===== src/shared/skip_sub_pkg.sv =====
// How it works
// - inc_skip_nil increments memory, skips on zero.
// - Skip costs two cycles, dummy fills slot.
// - inc_to_acc_skip loads accumulator, memory untouched.
// - bit_set_skip skips when selected bit set.
// - minus_mem_op puts accumulator minus memory in accumulator.
// - Borrow flag cleared on negative, else set.
// - Subtracts update four flags; skips none.
// - minus_to_mem_op writes difference into memory.
// - Immediate subtract uses instruction constant.
package skip_sub_pkg;

   typedef enum logic [2:0] {
      OP_INC_SKIP_NIL = 3'b000,
      OP_INC_TO_ACC_SKIP = 3'b001,
      OP_BIT_SET_SKIP = 3'b010,
      OP_MINUS_MEM = 3'b011,
      OP_MINUS_TO_MEM = 3'b100,
      OP_MINUS_IMM = 3'b101
   } op_e;

   typedef enum logic [1:0] {
      ST_IDLE = 2'b00,
      ST_WAIT = 2'b01,
      ST_EXEC = 2'b10,
      ST_DUMMY = 2'b11
   } exec_state_e;

   localparam logic [11:0] OFS_CMD = 12'h000;
   localparam logic [11:0] OFS_ACC = 12'h004;
   localparam logic [11:0] OFS_FLAGS = 12'h008;
   localparam logic [11:0] OFS_STATUS = 12'h00c;
   localparam logic [3:0] RAM_WIN_HI = 4'h1;
   localparam int RAM_WIN_WORDS = 64;

   localparam int CMD_OP_LSB = 0;
   localparam int CMD_BIT_LSB = 4;
   localparam int CMD_ADDR_LSB = 8;
   localparam int CMD_IMM_LSB = 16;

   localparam int FLAG_BORROW = 0;
   localparam int FLAG_HALF = 1;
   localparam int FLAG_NIL = 2;
   localparam int FLAG_WRAP = 3;

   localparam int STAT_BUSY = 0;
   localparam int STAT_SKIP = 1;
   localparam int STAT_BAD_OP = 2;
   localparam int STAT_CYC_LSB = 4;

   localparam logic [7:0] ACC_RST = 8'h00;
   localparam logic [3:0] FLAGS_RST = 4'h0;
   localparam logic [1:0] CYC_ONE = 2'h1;
   localparam logic [1:0] CYC_TWO = 2'h2;
   localparam logic [2:0] HSIZE_WORD = 3'h2;
   localparam int RAM_DEPTH_DEF = 64;
   localparam int CYC_DIV_DEF = 4;

endpackage


===== src/hw/exec_byte_ram.sv =====
`timescale 1ns/100ps
`default_nettype none
module exec_byte_ram #(
   parameter int DEPTH = 64,
   parameter int AW = 6
) (
   input wire logic clk,
   input wire logic [AW-1:0] addr,
   input wire logic we,
   input wire logic [7:0] wdata,
   output logic [7:0] rdata
);

   if (DEPTH < 2 || DEPTH > (1 << AW)) begin : g_bad_size
      $error("DEPTH does not fit the address width.");
   end

   // No reset on the array, so software must write a byte before trusting it.
   logic [7:0] mem_q [DEPTH];

   always_ff @(posedge clk) begin
      if (we) begin
         mem_q[addr] <= wdata;
      end
      rdata <= mem_q[addr];
   end

endmodule
`default_nettype wire


===== src/hw/skip_sub_alu.sv =====
`timescale 1ns/100ps
`default_nettype none
module skip_sub_alu
   import skip_sub_pkg::*;
(
   input wire op_e op,
   input wire logic [7:0] acc,
   input wire logic [7:0] mem,
   input wire logic [7:0] imm,
   input wire logic [2:0] bit_sel,
   output logic [7:0] result,
   output logic [3:0] flags,
   output logic skip,
   output logic wr_acc,
   output logic wr_mem,
   output logic wr_flags,
   output logic bad_op
);

   function automatic logic [8:0] sub9(input logic [7:0] a, input logic [7:0] b);
      sub9 = {1'b0, a} - {1'b0, b};
   endfunction

   wire logic is_imm = (op == OP_MINUS_IMM);
   wire logic is_sub = (op == OP_MINUS_MEM) || (op == OP_MINUS_TO_MEM) || is_imm;
   wire logic is_inc = (op == OP_INC_SKIP_NIL) || (op == OP_INC_TO_ACC_SKIP);
   wire logic [7:0] subtrahend = is_imm ? imm : mem;
   wire logic [8:0] diff = sub9(acc, subtrahend);
   wire logic [8:0] nib_diff = sub9({4'h0, acc[3:0]}, {4'h0, subtrahend[3:0]});
   wire logic [7:0] inc = mem + 8'h01;
   wire logic inc_nil = (inc == 8'h00);

   assign result = is_sub ? diff[7:0] : inc;
   assign flags[FLAG_BORROW] = ~diff[8];
   assign flags[FLAG_HALF] = ~nib_diff[4];
   assign flags[FLAG_NIL] = (diff[7:0] == 8'h00);
   assign flags[FLAG_WRAP] = (acc[7] ^ subtrahend[7]) & (diff[7] ^ acc[7]);
   assign skip = (is_inc && inc_nil) || ((op == OP_BIT_SET_SKIP) && mem[bit_sel]);
   assign wr_acc = (op == OP_INC_TO_ACC_SKIP) || (op == OP_MINUS_MEM) || is_imm;
   assign wr_mem = (op == OP_INC_SKIP_NIL) || (op == OP_MINUS_TO_MEM);
   assign wr_flags = is_sub;
   assign bad_op = !is_sub && !is_inc && (op != OP_BIT_SET_SKIP);

endmodule
`default_nettype wire


===== src/hw/skip_and_subtract_exec.sv =====
// Our own choices: the placing of the registers and register access over AHB-Lite.
`timescale 1ns/100ps
`default_nettype none
module skip_and_subtract_exec
   import skip_sub_pkg::*;
#(
   parameter int DEPTH = RAM_DEPTH_DEF,
   parameter int CYC_DIV = CYC_DIV_DEF
) (
   input wire logic hclk,
   input wire logic hresetn,
   input wire logic hsel,
   input wire logic [31:0] haddr,
   input wire logic [1:0] htrans,
   input wire logic hwrite,
   input wire logic [2:0] hsize,
   input wire logic [31:0] hwdata,
   input wire logic hready,
   output logic [31:0] hrdata,
   output logic hreadyout,
   output logic hresp,
   output logic busy,
   output logic dummy_slot
);

   if (DEPTH < 2 || DEPTH > RAM_WIN_WORDS || (DEPTH & (DEPTH - 1)) != 0) begin : g_bad_depth
      $error("DEPTH must be a power of two from 2 to 64.");
   end
   if (CYC_DIV < 2) begin : g_bad_div
      $error("CYC_DIV must be at least 2.");
   end

   localparam int AW = $clog2(DEPTH);
   localparam int CW = $clog2(CYC_DIV);

   // Instruction cycle enable.
   logic [CW-1:0] div_q;
   logic ce_q;
   wire logic div_wrap = (div_q == CW'(CYC_DIV - 1));

   always_ff @(posedge hclk or negedge hresetn) begin
      if (!hresetn) begin
         div_q <= '0;
         ce_q <= 1'b0;
      end else begin
         div_q <= div_wrap ? '0 : CW'(div_q + 1'b1);
         ce_q <= div_wrap;
      end
   end

   // Bus side state.
   logic dp_q;
   logic dp_write_q;
   logic dp_word_q;
   logic rd_wait_q;
   logic [11:0] dp_addr_q;
   logic hreadyout_q;
   logic hresp_q;
   logic [31:0] hrdata_q;

   // Execution state.
   exec_state_e st_q;
   exec_state_e st_d;
   op_e op_q;
   logic [2:0] bit_q;
   logic [7:0] addr_q;
   logic [7:0] imm_q;
   logic [7:0] acc_q;
   logic [3:0] flags_q;
   logic skipped_q;
   logic bad_op_q;
   logic [1:0] cycles_q;
   logic busy_q;
   logic dummy_q;

   // Arithmetic results.
   logic [7:0] alu_res;
   logic [3:0] alu_flags;
   logic alu_skip;
   logic alu_wr_acc;
   logic alu_wr_mem;
   logic alu_wr_flags;
   logic alu_bad_op;
   logic [7:0] ram_rdata;

   wire logic busy_w = (st_q != ST_IDLE);
   wire logic exec_fire = (st_q == ST_EXEC);
   wire logic accept = hsel && htrans[1] && hready;

   // The bus waits while an instruction runs, so it never fights execution for the RAM port.
   wire logic bus_step = dp_q && !rd_wait_q && !busy_w;
   wire logic bus_wr = bus_step && dp_write_q && dp_word_q;

   function automatic logic reg_hit(input logic [11:0] a, input logic [11:0] ofs);
      return a == ofs;
   endfunction

   wire logic sel_cmd = reg_hit(dp_addr_q, OFS_CMD);
   wire logic sel_acc = reg_hit(dp_addr_q, OFS_ACC);
   wire logic sel_flags = reg_hit(dp_addr_q, OFS_FLAGS);
   wire logic sel_status = reg_hit(dp_addr_q, OFS_STATUS);
   wire logic [5:0] win_idx = dp_addr_q[7:2];
   wire logic sel_ram = (dp_addr_q[11:8] == RAM_WIN_HI) && (32'(win_idx) < DEPTH);
   wire logic [AW-1:0] bus_idx = dp_addr_q[AW+1:2];
   wire logic start_w = bus_wr && sel_cmd;

   wire logic [31:0] cmd_word = {8'h00, imm_q, addr_q, 1'b0, bit_q, 1'b0, op_q};
   wire logic [31:0] status_word = {26'h000_0000, cycles_q, 1'b0, bad_op_q, skipped_q, busy_w};
   wire logic [31:0] rd_word =
      sel_cmd ? cmd_word :
      sel_acc ? {24'h00_0000, acc_q} :
      sel_flags ? {28'h000_0000, flags_q} :
      sel_status ? status_word :
      sel_ram ? {24'h00_0000, ram_rdata} :
      32'h0000_0000;

   // Data memory shares one port between the bus and the running instruction.
   wire logic [AW-1:0] ram_addr = busy_w ? addr_q[AW-1:0] : bus_idx;
   wire logic ram_we = exec_fire ? alu_wr_mem : (bus_wr && sel_ram);
   wire logic [7:0] ram_wdata = exec_fire ? alu_res : hwdata[7:0];

   exec_byte_ram #(
      .DEPTH(DEPTH),
      .AW(AW)
   ) u_ram (
      .clk(hclk),
      .addr(ram_addr),
      .we(ram_we),
      .wdata(ram_wdata),
      .rdata(ram_rdata)
   );

   skip_sub_alu u_alu (
      .op(op_q),
      .acc(acc_q),
      .mem(ram_rdata),
      .imm(imm_q),
      .bit_sel(bit_q),
      .result(alu_res),
      .flags(alu_flags),
      .skip(alu_skip),
      .wr_acc(alu_wr_acc),
      .wr_mem(alu_wr_mem),
      .wr_flags(alu_wr_flags),
      .bad_op(alu_bad_op)
   );

   // Address phase capture and data phase completion.
   always_ff @(posedge hclk or negedge hresetn) begin
      if (!hresetn) begin
         dp_q <= 1'b0;
         dp_write_q <= 1'b0;
         dp_word_q <= 1'b0;
         dp_addr_q <= 12'h000;
      end else if (accept) begin
         dp_q <= 1'b1;
         dp_write_q <= hwrite;
         dp_word_q <= (hsize == HSIZE_WORD);
         dp_addr_q <= haddr[11:0];
      end else if ((bus_step && dp_write_q) || rd_wait_q) begin
         dp_q <= 1'b0;
      end
   end

   always_ff @(posedge hclk or negedge hresetn) begin
      if (!hresetn) begin
         rd_wait_q <= 1'b0;
      end else begin
         rd_wait_q <= bus_step && !dp_write_q;
      end
   end

   always_ff @(posedge hclk or negedge hresetn) begin
      if (!hresetn) begin
         hreadyout_q <= 1'b1;
      end else if (accept) begin
         hreadyout_q <= 1'b0;
      end else if ((bus_step && dp_write_q) || rd_wait_q) begin
         hreadyout_q <= 1'b1;
      end
   end

   // Errors are never signalled, yet the response leaves a flop like every other output.
   always_ff @(posedge hclk or negedge hresetn) begin
      if (!hresetn) begin
         hresp_q <= 1'b0;
      end else begin
         hresp_q <= 1'b0;
      end
   end

   always_ff @(posedge hclk or negedge hresetn) begin
      if (!hresetn) begin
         hrdata_q <= 32'h0000_0000;
      end else if (rd_wait_q) begin
         hrdata_q <= rd_word;
      end
   end

   // Instruction latch; a new command is only taken while idle.
   always_ff @(posedge hclk or negedge hresetn) begin
      if (!hresetn) begin
         op_q <= OP_INC_SKIP_NIL;
         bit_q <= 3'h0;
         addr_q <= 8'h00;
         imm_q <= 8'h00;
      end else if (start_w) begin
         op_q <= op_e'(hwdata[CMD_OP_LSB +: 3]);
         bit_q <= hwdata[CMD_BIT_LSB +: 3];
         addr_q <= hwdata[CMD_ADDR_LSB +: 8];
         imm_q <= hwdata[CMD_IMM_LSB +: 8];
      end
   end

   // Sequencer: wait for the cycle boundary, execute, then burn a dummy cycle on a skip.
   always_comb begin
      st_d = st_q;
      case (st_q)
         ST_IDLE: begin
            if (start_w) begin
               st_d = ST_WAIT;
            end
         end
         ST_WAIT: begin
            if (ce_q) begin
               st_d = ST_EXEC;
            end
         end
         ST_EXEC: begin
            st_d = alu_skip ? ST_DUMMY : ST_IDLE;
         end
         ST_DUMMY: begin
            if (ce_q) begin
               st_d = ST_IDLE;
            end
         end
         default: begin
            st_d = ST_IDLE;
         end
      endcase
   end

   always_ff @(posedge hclk or negedge hresetn) begin
      if (!hresetn) begin
         st_q <= ST_IDLE;
         busy_q <= 1'b0;
         dummy_q <= 1'b0;
      end else begin
         st_q <= st_d;
         busy_q <= (st_d != ST_IDLE);
         dummy_q <= (st_d == ST_DUMMY);
      end
   end

   // Accumulator: execution has priority, but the bus cannot write while busy anyway.
   always_ff @(posedge hclk or negedge hresetn) begin
      if (!hresetn) begin
         acc_q <= ACC_RST;
      end else if (exec_fire && alu_wr_acc) begin
         acc_q <= alu_res;
      end else if (bus_wr && sel_acc) begin
         acc_q <= hwdata[7:0];
      end
   end

   // Skip instructions leave the flags alone since alu_wr_flags is low for them.
   always_ff @(posedge hclk or negedge hresetn) begin
      if (!hresetn) begin
         flags_q <= FLAGS_RST;
      end else if (exec_fire && alu_wr_flags) begin
         flags_q <= alu_flags;
      end else if (bus_wr && sel_flags) begin
         flags_q <= hwdata[3:0];
      end
   end

   always_ff @(posedge hclk or negedge hresetn) begin
      if (!hresetn) begin
         skipped_q <= 1'b0;
         cycles_q <= 2'h0;
      end else if (exec_fire) begin
         skipped_q <= alu_skip;
         cycles_q <= alu_skip ? CYC_TWO : CYC_ONE;
      end
   end

   // Undefined opcodes do nothing but raise a sticky status bit; a new fault beats the clear.
   always_ff @(posedge hclk or negedge hresetn) begin
      if (!hresetn) begin
         bad_op_q <= 1'b0;
      end else if (exec_fire && alu_bad_op) begin
         bad_op_q <= 1'b1;
      end else if (bus_wr && sel_status && hwdata[STAT_BAD_OP]) begin
         bad_op_q <= 1'b0;
      end
   end

   assign hrdata = hrdata_q;
   assign hreadyout = hreadyout_q;
   assign hresp = hresp_q;
   assign busy = busy_q;
   assign dummy_slot = dummy_q;

endmodule
`default_nettype wire


===== config.mk =====
export PLATFORM = sky130hd
export DESIGN_NAME = skip_and_subtract_exec
export DESIGN_NICKNAME = d
export VERILOG_FILES = /design/src/shared/skip_sub_pkg.sv /design/src/hw/exec_byte_ram.sv /design/src/hw/skip_sub_alu.sv /design/src/hw/skip_and_subtract_exec.sv
export SDC_FILE = /design/constraint.sdc
export NUM_CORES = 1
export LEC_CHECK = 0
export BUFFER_PORTS_ARGS = -buffer_cell sky130_fd_sc_hd__buf_2
export CAP_MARGIN = 20
export CORE_UTILIZATION = 30
export CTS_BUF_LIST = sky130_fd_sc_hd__clkbuf_2 sky130_fd_sc_hd__clkbuf_4 sky130_fd_sc_hd__clkbuf_8
export DETAILED_ROUTE_END_ITERATION = 6
export SYNTH_ARGS = -nofsm -noshare
export SYNTH_HDL_FRONTEND = slang
export SYNTH_SLANG_ARGS = --single-unit

===== constraint.sdc =====
create_clock -name hclk -period 11 [get_ports hclk]
set_clock_uncertainty 0.05 [all_clocks]
set_input_delay 3.3 -clock hclk [delete_from_list [all_inputs] [get_ports hclk]]
set_output_delay 3.3 -clock hclk [all_outputs]
set_load 0.02 [all_outputs]

# Word level (Yosys, flattened, before mapping)
# Memory sizes are Yosys's and may differ from the RTL's. A register that Yosys moved wholly into a read port is not among the register bits.
# Index checks and enable logic that the tools add are counted.
[word_totals]
n_memories = 1
latch_bits = 0
input_bits = 74
rom_bits = 0
ramBits = 512
elab_cells = 123
reg_bits = 94
[mem_list]
columns = ["name", "depth", "width", "read_ports", "rd_ports_with_merged_regs", "wr", "line", "text"]
rows = [
  ["u_ram.mem_q", 64, 8, 1, 1, 1, "exec_byte_ram.sv:19", "logic [7:0] mem_q [DEPTH];"],
]
[classes]
n_mux = 31
n_lt_le_gt_ge = 1
n_addsub = 4
shifts = 0
mul = 0
reduce_logical = 44
eq_ne = 16
bitwise_logic = 5
div = 0
[op_table]
columns = ["op", "count"]
rows = [
  ["2-to-1 mux 8 bit", 9],
  ["equality test 12 x 4 -> 1 bit, second input constant", 2],
  ["2-to-1 mux 24 bit", 1],
  ["logical AND 1 bit", 20],
  ["zero test 8 bit", 2],
  ["equality test 12 x 3 -> 1 bit, second input constant", 1],
  ["zero test 12 bit", 1],
  ["2-to-1 mux 2 bit", 6],
  ["nonzero test 2 bit", 6],
  ["2-to-1 mux 1 bit", 10],
  ["equality test 3 x 2 -> 1 bit, second input constant", 3],
  ["subtractor 8 x 8 -> 9 bit", 1],
  ["adder 8 x 1 -> 8 bit, second input constant", 1],
  ["equality test 2 bit, second input constant", 4],
  ["logical OR 1 bit", 8],
  ["2-to-1 mux 4 bit", 2],
  ["one-hot mux 2 bit (4 select lines)", 1],
  ["equality test 3 bit, second input constant", 2],
  ["2-to-1 mux 6 bit", 1],
  ["zero test 1 bit", 5],
  ["subtractor 4 x 4 -> 5 bit", 1],
  ["equality test 4 x 1 -> 1 bit, second input constant", 1],
  ["< comparator 3 x 4 -> 1 bit, second input constant", 1],
  ["binary-select mux 1 bit (select 3 bit)", 1],
  ["other kinds (9)", 11],
]

# Logic depth before layout (Yosys ltp)
# Gate-level depths: netlist (run 1).
[depth]
depth_word = 9
ltp_mapped = 14
depth_no_buf = 13

# Cells and area by module
# A second synthesis (run 1) with hierarchy kept.
[hier_totals]
hier_cells = 1603
hier_area_um2 = 25306.8
[by_module_without_submodules]
columns = ["mod", "n_inst", "cells_each", "area_each_um2"]
rows = [
  ["exec_byte_ram", 1, 1171, 20449.6],
  ["skip_and_subtract_exec", 1, 318, 3958.8],
  ["skip_sub_alu", 1, 114, 898.4],
]

# Worst setup path before layout (run 1)
# OpenSTA, ideal clock, no wires.
[synth_timing]
kind = "register to register"
from = "reg op_q[1]"
to = "mem u_ram.mem_q[0][6] (data pin)"
path_stages_with_launch = 15
path_slack_ns = 5.026
n_path_buf = 1
synth_period_minus_slack_ns = 5.974
arrival_time_ns = 5.223
required_ns = 10.248
cell_sequence = "dfrtp_1 -> clkbuf_1 -> nor2b_1 -> nand2_1 -> mux2_2 -> ha_1 -> inv_1 -> fa_1 -> a21o_1 -> a21oi_1 -> o21bai_1 -> a21oi_1 -> xnor2_1 -> a21oi_1 -> o21ai_0"
[synth_via]
elab_chain_len = 5
[synth_lines]
columns = ["element", "line", "text"]
rows = [
  ["start: declaration", "skip_and_subtract_exec.sv:64", "op_e op_q;"],
  ["start signal: assignment", "skip_and_subtract_exec.sv:208", "op_q <= op_e'(hwdata[CMD_OP_LSB +: 3]);"],
  ["equality test 3 bit, or another cell as far along", "skip_sub_alu.sv:24", "wire logic is_imm = (op == OP_MINUS_IMM);"],
  ["2-to-1 mux 8 bit or logical OR 1 bit (tied branches)", "skip_sub_alu.sv:27, skip_sub_alu.sv:25", ""],
  ["subtractor 8 x 8 -> 9 bit or logical OR 1 bit (tied branches)", "skip_sub_alu.sv:21, skip_sub_alu.sv:25", ""],
  ["2-to-1 mux 8 bit *", "skip_sub_alu.sv:33", "assign result = is_sub ? diff[7:0] : inc;"],
  ["2-to-1 mux 8 bit *", "skip_and_subtract_exec.sv:120", "wire logic [7:0] ram_wdata = exec_fire ? alu_res : hwdata[7:0];"],
  ["net ram_wdata[6]", "skip_and_subtract_exec.sv:120", ""],
  ["end: declaration", "exec_byte_ram.sv:19", ""],
]
# The timed path passes the listed nets; every way through them passes the cells marked *.

# Worst setup path after layout (run 1)
[layout_timing]
from = "reg hreadyout_q, in the netlist hreadyout"
to = "out hreadyout"
[layout_rtl]
columns = ["element", "line", "text"]
rows = [
  ["start: declaration", "skip_and_subtract_exec.sv:57", "logic hreadyout_q;"],
  ["start signal: assignment", "skip_and_subtract_exec.sv:175", "hreadyout_q <= 1'b1;"],
  ["start signal: assignment", "skip_and_subtract_exec.sv:177", "hreadyout_q <= 1'b0;"],
  ["start signal: assignment", "skip_and_subtract_exec.sv:179", "hreadyout_q <= 1'b1;"],
  ["end: declaration", "skip_and_subtract_exec.sv:20", "output logic hreadyout,"],
]
# No word-level cell between the ends.

==> impl_metrics.toml, run 1 <==
[status]
status = "completed"

[grt]
grt_pass1_wl_mm = 93.0
overflow = 0
grt_max_degree = 86
grt_pass1_vias = 14336
antenna_found_initial = 1
grt_util_all_layers_pct = 15.5

[clocking]
cts_max_level = 3
cts_hold_buf = 0
cts_tree = "built"
post_cts_buffers = 0
cts_made_buffers = 94
clock_sinks = 605
path_clk_slew_ns = 0.06
post_cts_resized = 0
ctsRootBufferMaster = "clkbuf_8"
clk-insertion-delay-late_ns = 0.69
cts_buffer_depth = 3

[yosys]
synthDistinctLibCells = 68
synth.area.top_cells = "edfxtp_1 (65%), dfrtp_1 (8.8%), a22oi_1 (3.7%)"
synth_area_um2 = 23800
synth_edf_count = 512
synth_top_area_share_pct = 64.6
synthArstFlopShare_pct = 14.0
yosys_warnings = 0
synthFlopType = "edfxtp_1"
netlist_instances = 1529
yosysTopAreaCell = "edfxtp_1"
ys_seq_elements = 605
synth_area_per_cell_um2 = 15.6
ys_seq_area_share_pct = 74.2

[placed_design]
place_inst = 2572
gp_congestion = 0.840
port_buffers = 71
hpwlAfterDp_mm = 36.8

[drt]
via_per_inst = 5.22
first_pass_iters = 6
route.detailed.drc = 0
drt-total-wl_mm = 63.4
wl_per_cell_um = 23.1
antenna_left = 0
drt_iter0_drc = 1592
vias = 14322

[layout]
drive_gt1_share_pct = 20.5
final_core_util_pct = 35.2
multi_input_area_um2 = 5790
final_cell_mix = "edfxtp_1 (512), a22oi_1 (116), clkbuf_8 (102), nor2_1 (96), dfrtp_1 (84)"
seq_area_um2 = 17700
nFillCells = 7378
layout_commonest_cell = "edfxtp_1"
finalNetCount = 1715
syn2layout_area_growth_pct = 15.2
final_cells = 2745

[worst_setup_path]
required_ns = 7.65
critPathKind = "reg2out"
path_buf_inv = 1
reg2reg_to = "u_ram.mem_q[48][0]"
max_stage_delay_ns = 0.55
reg2reg_slack_ns = 6.61
critPathTopFamily = "flip-flops"
cp.depth = 1
cp_max_fo = 2
reg2reg_depth = 6
slowest_stage = "dfstp_2"
worstSetupEndpointType = "output port"
startpoint_type = "flip-flop"
r2r_start = "st_q[1]"
crit_path_cell_trace = "buf_2"
arrival_ns = 1.35

[floorplan]
rows = 102
initial_core_util_pct = 30.5
coreArea_um2 = 78000
die_h_um = 284
num_io_pins = 110
die_w_um = 284
dieArea_um2 = 80500

[power_and_ir_drop]
p_comb_share_pct = 13.6
irDropWorstVdd_mv = 0.0796
internal_power_w = 0.00385
powerDensity_nw_per_um2 = 193
switchingPower_w = 0.00143
p_total_w = 0.00528
p_seq_share_pct = 49.4
netSwitchingFraction_pct = 27.1
leakagePower_nw = 9.00
power_frac_clock_pct = 37.0

[min_path]
hold-path-cell-count = 1
hold_class = "reg2reg"
holdPathEnd = "div_q[0]"
min_from = "div_q[0]"

[timing]
relSlewSlack_pct = 33.0
fmax_ghz = 0.213
fin_crit_ns = 4.70
drv_slew = 0
setup_viol = 0
hold_violations = 0
worst_slew_pin_slew_ns = 1.00
setup-tns-final_ns = 0
rsz0062_at_grt = "false"
finalCritPeriodShare_pct = 42.7
timing.hold.ws_ns = 0.381

[run]
cap_viol_max_count = 0
[registers in the layout (all words and copies together), names as in the netlist, 2 cells and up]
name / count
u_ram.mem_q: 512
hrdata: 24
dp_addr_q: 12
acc_q: 8
addr_q: 8
imm_q: 8
u_ram.rdata: 8
flags_q: 4
bit_q: 3
op_q: 3
div_q: 2
st_q: 2
[worst register-to-register path: cells and delay by family, from the launching register on]
family           cells  cell delay (ns)
flip-flops           1             0.54
AND/OR/NAND/NOR      5             2.91
AO/OA/AOI/OAI        1             0.53
[how the worst max path moves through the flow]
stage / slack, ns / start / endpoint
global route: 6.24 / hreadyout / hreadyout
floorplan: 5.03 / op_q[1] / u_ram.mem_q[0][6]
global placement: 6.40 / hwdata[0] / u_ram.mem_q[48][0]
CTS: 6.26 / hreadyout / hreadyout
finish: 6.30 / hreadyout / hreadyout
detailed placement: 6.36 / hwdata[0] / u_ram.mem_q[48][0]
[routing by layer]
layer  share of wire [%]  vias up  GRT usage (%)  wire (um)
li1                    -     6325              -          -
met1                  41     7275           20.2      26100
met2                  49      624           25.5      30900
met3                 7.8       98           3.50       4910
met4                 2.3        0           4.50       1440
met5                   0        -              0          0
[layout make-up]
type / count / area share [%]
Inverter: 26 / 0.356
Clock inverter: 42 / 1.29
Tap cell: 1040 / 4.75
Timing Repair Buffer: 101 / 2.20
Antenna cell: 1 / 0.00913
Clock buffer: 129 / 5.86
Sequential cell: 605 / 64.4
Multi-Input combinational cell: 801 / 21.1
[cells in the mapped netlist, types with 8 or more instances]
| master | number |
|---|---|
| edfxtp_1 | 512 |
| a22oi_1 | 116 |
| nor2_1 | 96 |
| dfrtp_1 | 84 |
| nand2_1 | 81 |
| a31oi_1 | 64 |
| mux2_2 | 61 |
| clkbuf_1 | 55 |
| o21ai_0 | 51 |
| a221oi_1 | 38 |
| a22o_1 | 37 |
| a222oi_1 | 32 |
| nand3_1 | 28 |
| buf_2 | 26 |
| inv_1 | 25 |
| a21oi_1 | 20 |
| mux2i_1 | 20 |
| nor4_1 | 15 |
| ha_1 | 11 |
| buf_1 | 10 |
| buf_4 | 10 |
| nand2b_1 | 10 |
| dfxtp_1 | 8 |
| nand3b_1 | 8 |
[cell families (layout without fill, tap and decap cells)]
kind of cell / after synthesis / after routing / share of synthesized area [%]
and+or+nand+nor: 278 / 278 / 5.46
other: 1 / 10 / 0.0158
buffers and inverters: 131 / 298 / 2.49
DFF: 605 / 605 / 74.2
adders and majority gates: 12 / 12 / 0.662
muxes: 91 / 91 / 4.38
AOI/OAI and AO/OA: 397 / 397 / 12.3
xor gates and xnor gates: 14 / 14 / 0.515
[power by group through the flow]
stage | Sequential (W) | Combinational (W) | Clock, W
after floorplan | 0.00262 | 0.000454 | 0
after CTS | 0.00261 | 0.000713 | 0.00198
final | 0.00261 | 0.000717 | 0.00195
after detailed placement | 0.00266 | 0.000708 | 0
after global routing | 0.00261 | 0.000773 | 0.00208
after global placement | 0.00265 | 0.000700 | 0
[stage by stage]
stage	area, um2	setup slack [ns]
after detailed placement	25400	6.36
after CTS	27400	6.26
after floorplan	23800	5.03
after global routing	27400	6.24
after global placement	25400	6.40
final	27400	6.30
Note: power is estimated with default switching activity, not from simulation.
==> run 2: changes to the inputs <==
clock period = 3.8 ns   (was 11 ns; I/O delays follow)
==> run 2 against run 1 <==
Effect of this change: sequential cell count is the same; final area is 3.8% higher; power grew to 2.9 times the previous value; via count grew 4.0%; utilization increased by 1.3 points; clock-buffer cell count is 14 higher; first-iteration DRC count is 0.88% higher; setup slack worse by 6.1 ns; critical endpoint is now u_ram.mem_q[31][6]; wire length rose by 3.1%; non-clock buffer count increased by 116; register-to-register slack worse by 6.4 ns; clock power grew to 2.9 times the previous value.
==> impl_metrics.toml, run 2 (synthesized netlist as in run 1, its figures left out) <==
[status]
status = "completed"

[clocking]
cts_hold_buf = 0
post_cts_resized = 0
post_cts_buffers = 0
clk-insertion-delay-late_ns = 0.71
cts_buffer_depth = 3
path_clk_slew_ns = 0.06
cts_made_buffers = 97
cts_max_level = 3
clock_sinks = 605
ctsRootBufferMaster = "clkbuf_8"
cts_tree = "built"

[placed_design]
hpwlAfterDp_mm = 40.2
place_inst = 2688
port_buffers = 71
gp_congestion = 0.883
post-place-ws_ns = 0.284

[timing]
hold_violations = 0
fmax_ghz = 0.280
rsz0062_at_grt = "false"
setup-tns-final_ns = 0
relSlewSlack_pct = 24.8
finalCritPeriodShare_pct = 93.9
setup_ws_ns = 0.232
fin_crit_ns = 3.57
worst_slew_pin_slew_ns = 1.13
setup_viol = 0
drv_slew = 0

[grt]
antenna_found_initial = 1
overflow = 0
grt_max_degree = 86
grt_pass1_vias = 14630
grt_pass1_wl_mm = 96.6
grt_util_all_layers_pct = 16.0

[worst_setup_path]
critPathKind = "reg2reg"
startpoint = "op_q[2]"
crit_path_cell_trace = "nor2b_1 > nand2_1 > mux2_2 > ha_1 > inv_1 > fa_1 > a21o_1 > a21oi_1 > o21bai_1 > a21oi_1 > xnor2_1 > a21oi_1 > o21ai_4 > buf_12"
r2r_start = "op_q[2]"
max_stage_delay_ns = 0.44
cp_max_fo = 64
startpoint_type = "flip-flop"
cp_common_cell = "a21oi_1"
arrival_ns = 4.00
required_ns = 4.24
slowest_stage = "dfrtp_1"
worstSetupEndpointType = "flip-flop"

[drt]
drt-total-wl_mm = 65.4
first_pass_iters = 6
route.detailed.drc = 0
wl_per_cell_um = 22.8
antenna_left = 0
drt_iter0_drc = 1606
via_per_inst = 5.20
vias = 14895

[floorplan]
initial_core_util_pct = 30.5
die_h_um = 284
die_w_um = 284
num_io_pins = 110
dieArea_um2 = 80500
coreArea_um2 = 78000
rows = 102

[layout]
syn2layout_area_growth_pct = 19.6
largest_reg_flops = 512
layout_commonest_cell = "edfxtp_1"
regMostFlops = "u_ram.mem_q"
final_cell_mix = "edfxtp_1 (512), buf_4 (132), a22oi_1 (116), clkbuf_8 (107), nor2_1 (96)"
final_cells = 2864
drive_gt1_share_pct = 25.9
finalNetCount = 1834

[power_and_ir_drop]
powerDensity_nw_per_um2 = 543
leakagePower_nw = 9.67
irDropWorstVdd_mv = 0.221

[run]
cap_viol_max_count = 0

[min_path]
hold_class = "in2async"
## run 2: cell types whose count changed in the layout (fill, tap and decap cells not counted), moves of 3 or more
cell,delta
buf_4,+102
clkinv_1,-6
clkinv_2,-3
clkbuf_8,+5
bufinv_16,-3
buf_12,+14
clkbuf_4,+9
## run 2: worst max-delay path, delay by kind of cell, from the launching register on
| family | cells | cell delay, ns |
|---|---|---|
| compound gates | 6 | 1.02 |
| xor+xnor | 1 | 0.19 |
| fa+ha+maj | 2 | 0.58 |
| buf+inv | 2 | 0.34 |
| flops | 1 | 0.44 |
| mux | 1 | 0.28 |
| simple gates | 2 | 0.39 |
## run 2: where the power goes
group / leakage [nW] / switching (W) / total, W / internal, W
clock: 1.05 / 0.00256 / 0.00564 / 0.00308
sequential: 5.71 / 0.000178 / 0.00750 / 0.00732
combinational: 2.92 / 0.00144 / 0.00231 / 0.000863
## run 2: per-stage QoR
step / power [W] / hold WS (ns) / util [%] / area (um2)
after floorplan: 0.00891 / 0.353 / - / 23900
after detailed placement: 0.00992 / 0.381 / 33.9 / 26500
after CTS: 0.0155 / 0.391 / 36.5 / 28400
after global routing: 0.0160 / 0.347 / 36.5 / 28500
final: 0.0154 / 0.339 / 36.5 / 28500
after global placement: 0.00990 / 0.366 / 33.9 / 26500
## run 2: worst paths after layout
path | cells past startpoint | slack [ns] | endpoint
worst max-delay path | 14 | 0.23 | u_ram.mem_q[31][6]
worst min-delay path | 1 | 0.34 | hrdata[8]
worst max register to register | 14 | 0.23 | u_ram.mem_q[31][6]
worst min register to register | 1 | 0.39 | div_q[0]
max in group asynchronous | 2 | 2.75 | div_q[1]
min in group hclk | 1 | 0.39 | div_q[0]
## run 2: cell type report
type                    instances  area [um2]
diodes                          1        2.50
clock buffers                 143        1740
clock inverters                31         224
fillers                      7288       49500
inverters                      26        97.6
multi-input cells             801        5790
flip-flops and latches        605       17700
well taps                    1040        1300
repair buffers                217        1650
## run 2: layer usage
layer,vias up,share of wire [%],track usage [%]
li1,6545,-,-
met3,122,7.9,3.10
met4,0,2.6,5.05
met1,7536,42,21.4
met5,-,0,0
met2,692,47,26.1
==> run 3: changes to the inputs <==
RECOVER_POWER = 50   (was default)
==> run 3 against run 2 <==
Effect of this change: the flow now finishes with violations (design-rule violations, max-capacitance violations, max-slew violations); clock power barely moved; first-iteration DRC count fell by 4.8%; global-route usage stayed put; sequential share of layout area is 0.56 points higher; worst hold slack improved by 0.053 ns; largest power group unchanged; clock-buffer cell count unchanged; critical path depth shrank 6; wire length shrank 0.17%; largest cell class unchanged; critical endpoint is now u_ram.mem_q[20][2]; die area did not move; via count hardly changed; sequential cell count stayed put.
==> impl_metrics.toml, run 3 (synthesized netlist as in run 1, its figures left out) <==
[status]
status = "finished, violations left"
violations = "design-rule violations, max-capacitance violations, max-slew violations"

[floorplan]
die_h_um = 284
num_io_pins = 110
dieArea_um2 = 80500
rows = 102
initial_core_util_pct = 30.5
die_w_um = 284
coreArea_um2 = 78000

[layout]
layout_commonest_cell = "edfxtp_1"
final_cell_mix = "edfxtp_1 (512), a22oi_1 (116), clkbuf_8 (107), nor2_1 (96), dfrtp_1 (84)"
syn2layout_area_growth_pct = 18.5
finalNetCount = 1834
regMostFlops = "u_ram.mem_q"
drive_gt1_share_pct = 22.3
largest_reg_flops = 512
nFillCells = 7341

[clocking]
post_cts_resized = 0
cts_buffer_depth = 3
cts_hold_buf = 0
path_clk_slew_ns = 0.07
cts_max_level = 3
clk-insertion-delay-late_ns = 0.71
clock_sinks = 605
cts_made_buffers = 97
cts_tree = "built"
ctsRootBufferMaster = "clkbuf_8"
post_cts_buffers = 0

[drt]
wl_per_cell_um = 22.8
first_pass_iters = 7
drt_iter0_drc = 1529
drt-total-wl_mm = 65.3
vias = 14894
via_per_inst = 5.20
route.detailed.drc = 1
antenna_left = 0

[power_and_ir_drop]
irDropWorstVdd_mv = 0.224
p_comb_share_pct = 14.8
netSwitchingFraction_pct = 27.1
p_seq_share_pct = 48.7
internal_power_w = 0.0112
switchingPower_w = 0.00417
power_frac_clock_pct = 36.6
leakagePower_nw = 9.39
powerDensity_nw_per_um2 = 546

[timing]
finalCritPeriodShare_pct = 96.4
setup_viol = 0
relSlewSlack_pct = -19.9
drv_slew = 36
setup-tns-final_ns = 0
hold_violations = 0
fin_crit_ns = 3.66
worst_slew_pin_slew_ns = 1.80
timing.hold.ws_ns = 0.392
rsz0062_at_grt = "false"
fmax_ghz = 0.273

[worst_setup_path]
reg2reg_to = "u_ram.mem_q[20][2]"
worstSetupEndpointType = "flip-flop"
r2r_start = "st_q[1]"
critPathKind = "reg2reg"
cp_common_cell = "clkbuf_1"
startpoint_type = "flip-flop"
reg2reg_slack_ns = 0.14
cp_max_fo = 14
crit_path_cell_trace = "nor2_4 > and2_0 > nand4b_1 > o32ai_1 > clkbuf_1 > nand2_1 > nor2_1 > clkbuf_1"
required_ns = 4.08
arrival_ns = 3.95
reg2reg_depth = 8
slowest_stage = "nand2_1"
max_stage_delay_ns = 0.52

[grt]
grtUsageMet3_pct = 3.10
grt_use_met1_pct = 21.4
antenna_found_initial = 1
overflow = 0
grt-busiest-layer = "met2"
grt_util_all_layers_pct = 16.0
grt_pass1_vias = 14630
grt_use_met2_pct = 26.1
grt_pass1_wl_mm = 96.6
grt_max_degree = 86

[placed_design]
hpwlAfterDp_mm = 40.2
port_buffers = 71
gp_congestion = 0.883

[run]
cap_viol_max_count = 1

[min_path]
min_from = "div_q[0]"
holdPathEnd = "div_q[0]"
hold-path-cell-count = 1
hold_class = "reg2reg"
[run 3: changes by cell type in the layout (fill, tap and decap cells not counted), moves of 2 or more]
cell / before / now
nor3_1: 7 / 9
clkbuf_4: 36 / 38
and2_0: 0 / 2
or2_0: 0 / 2
and2_1: 4 / 2
clkbuf_2: 0 / 18
nor3_2: 2 / 0
or2_2: 2 / 0
buf_2: 70 / 43
buf_4: 132 / 81
clkbuf_1: 0 / 60
[run 3: worst max path at each step]
stage	startpoint	end	slack, ns	cells past startpoint
floorplan	op_q[1]	u_ram.mem_q[0][6]	0.06	14
global placement	op_q[2]	u_ram.mem_q[53][6]	0.29	14
detailed placement	op_q[2]	u_ram.mem_q[31][6]	0.28	14
CTS	op_q[2]	u_ram.mem_q[49][6]	0.25	14
global route	st_q[0]	u_ram.mem_q[39][7]	0.01	9
finish	st_q[1]	u_ram.mem_q[20][2]	0.14	8
[run 3: power by group through the flow]
stage | Combinational, W | Sequential (W) | Clock, W
6_report | 0.00227 | 0.00750 | 0.00563
5_1_grt | 0.00244 | 0.00751 | 0.00598
4_1_cts | 0.00230 | 0.00750 | 0.00573
3_5_place_dp | 0.00228 | 0.00763 | 0
3_3_place_gp | 0.00227 | 0.00763 | 0
2_1_floorplan | 0.00133 | 0.00758 | 0
[run 3: critical path, delay by kind of cell, from the launching register on]
| family | cells | cell delay (ns) |
|---|---|---|
| buf+inv | 2 | 0.77 |
| flops | 1 | 0.50 |
| simple gates | 5 | 1.78 |
| compound gates | 1 | 0.19 |
[run 3: cell type report]
class | instances | area, um2 | share of cell area, %
flip-flops and latches | 605 | 17700 | 62.6
multi-input cells | 801 | 5770 | 20.4
clock buffers | 143 | 1740 | 6.18
repair buffers | 217 | 1410 | 5.01
well taps | 1040 | 1300 | 4.61
clock inverters | 31 | 224 | 0.794
inverters | 26 | 97.6 | 0.346
diodes | 1 | 2.50 | 0.00887
[run 3: through the flow]
| step | instance area (um2) | worst slack, ns | instances | total power (W) | utilization (%) |
|---|---|---|---|---|---|
| 3_5_place_dp | 26500 | 0.284 | 2688 | 0.00992 | 33.9 |
| 6_report | 28200 | 0.136 | 2864 | 0.0154 | 36.2 |
| 5_1_grt | 28200 | 0.00957 | 2864 | 0.0159 | 36.2 |
| 3_3_place_gp | 26500 | 0.289 | 2688 | 0.00990 | 33.9 |
| 4_1_cts | 28400 | 0.254 | 2862 | 0.0155 | 36.5 |
| 2_1_floorplan | 23900 | 0.0621 | 1537 | 0.00891 | - |
[run 3: layer usage]
layer | share of wire [%] | wire length [um] | vias to the layer above
li1 | - | - | 6548
met1 | 42 | 27700 | 7583
met2 | 48 | 31100 | 654
met3 | 7.7 | 5040 | 109
met4 | 2.3 | 1500 | 0
met5 | 0 | 0 | -
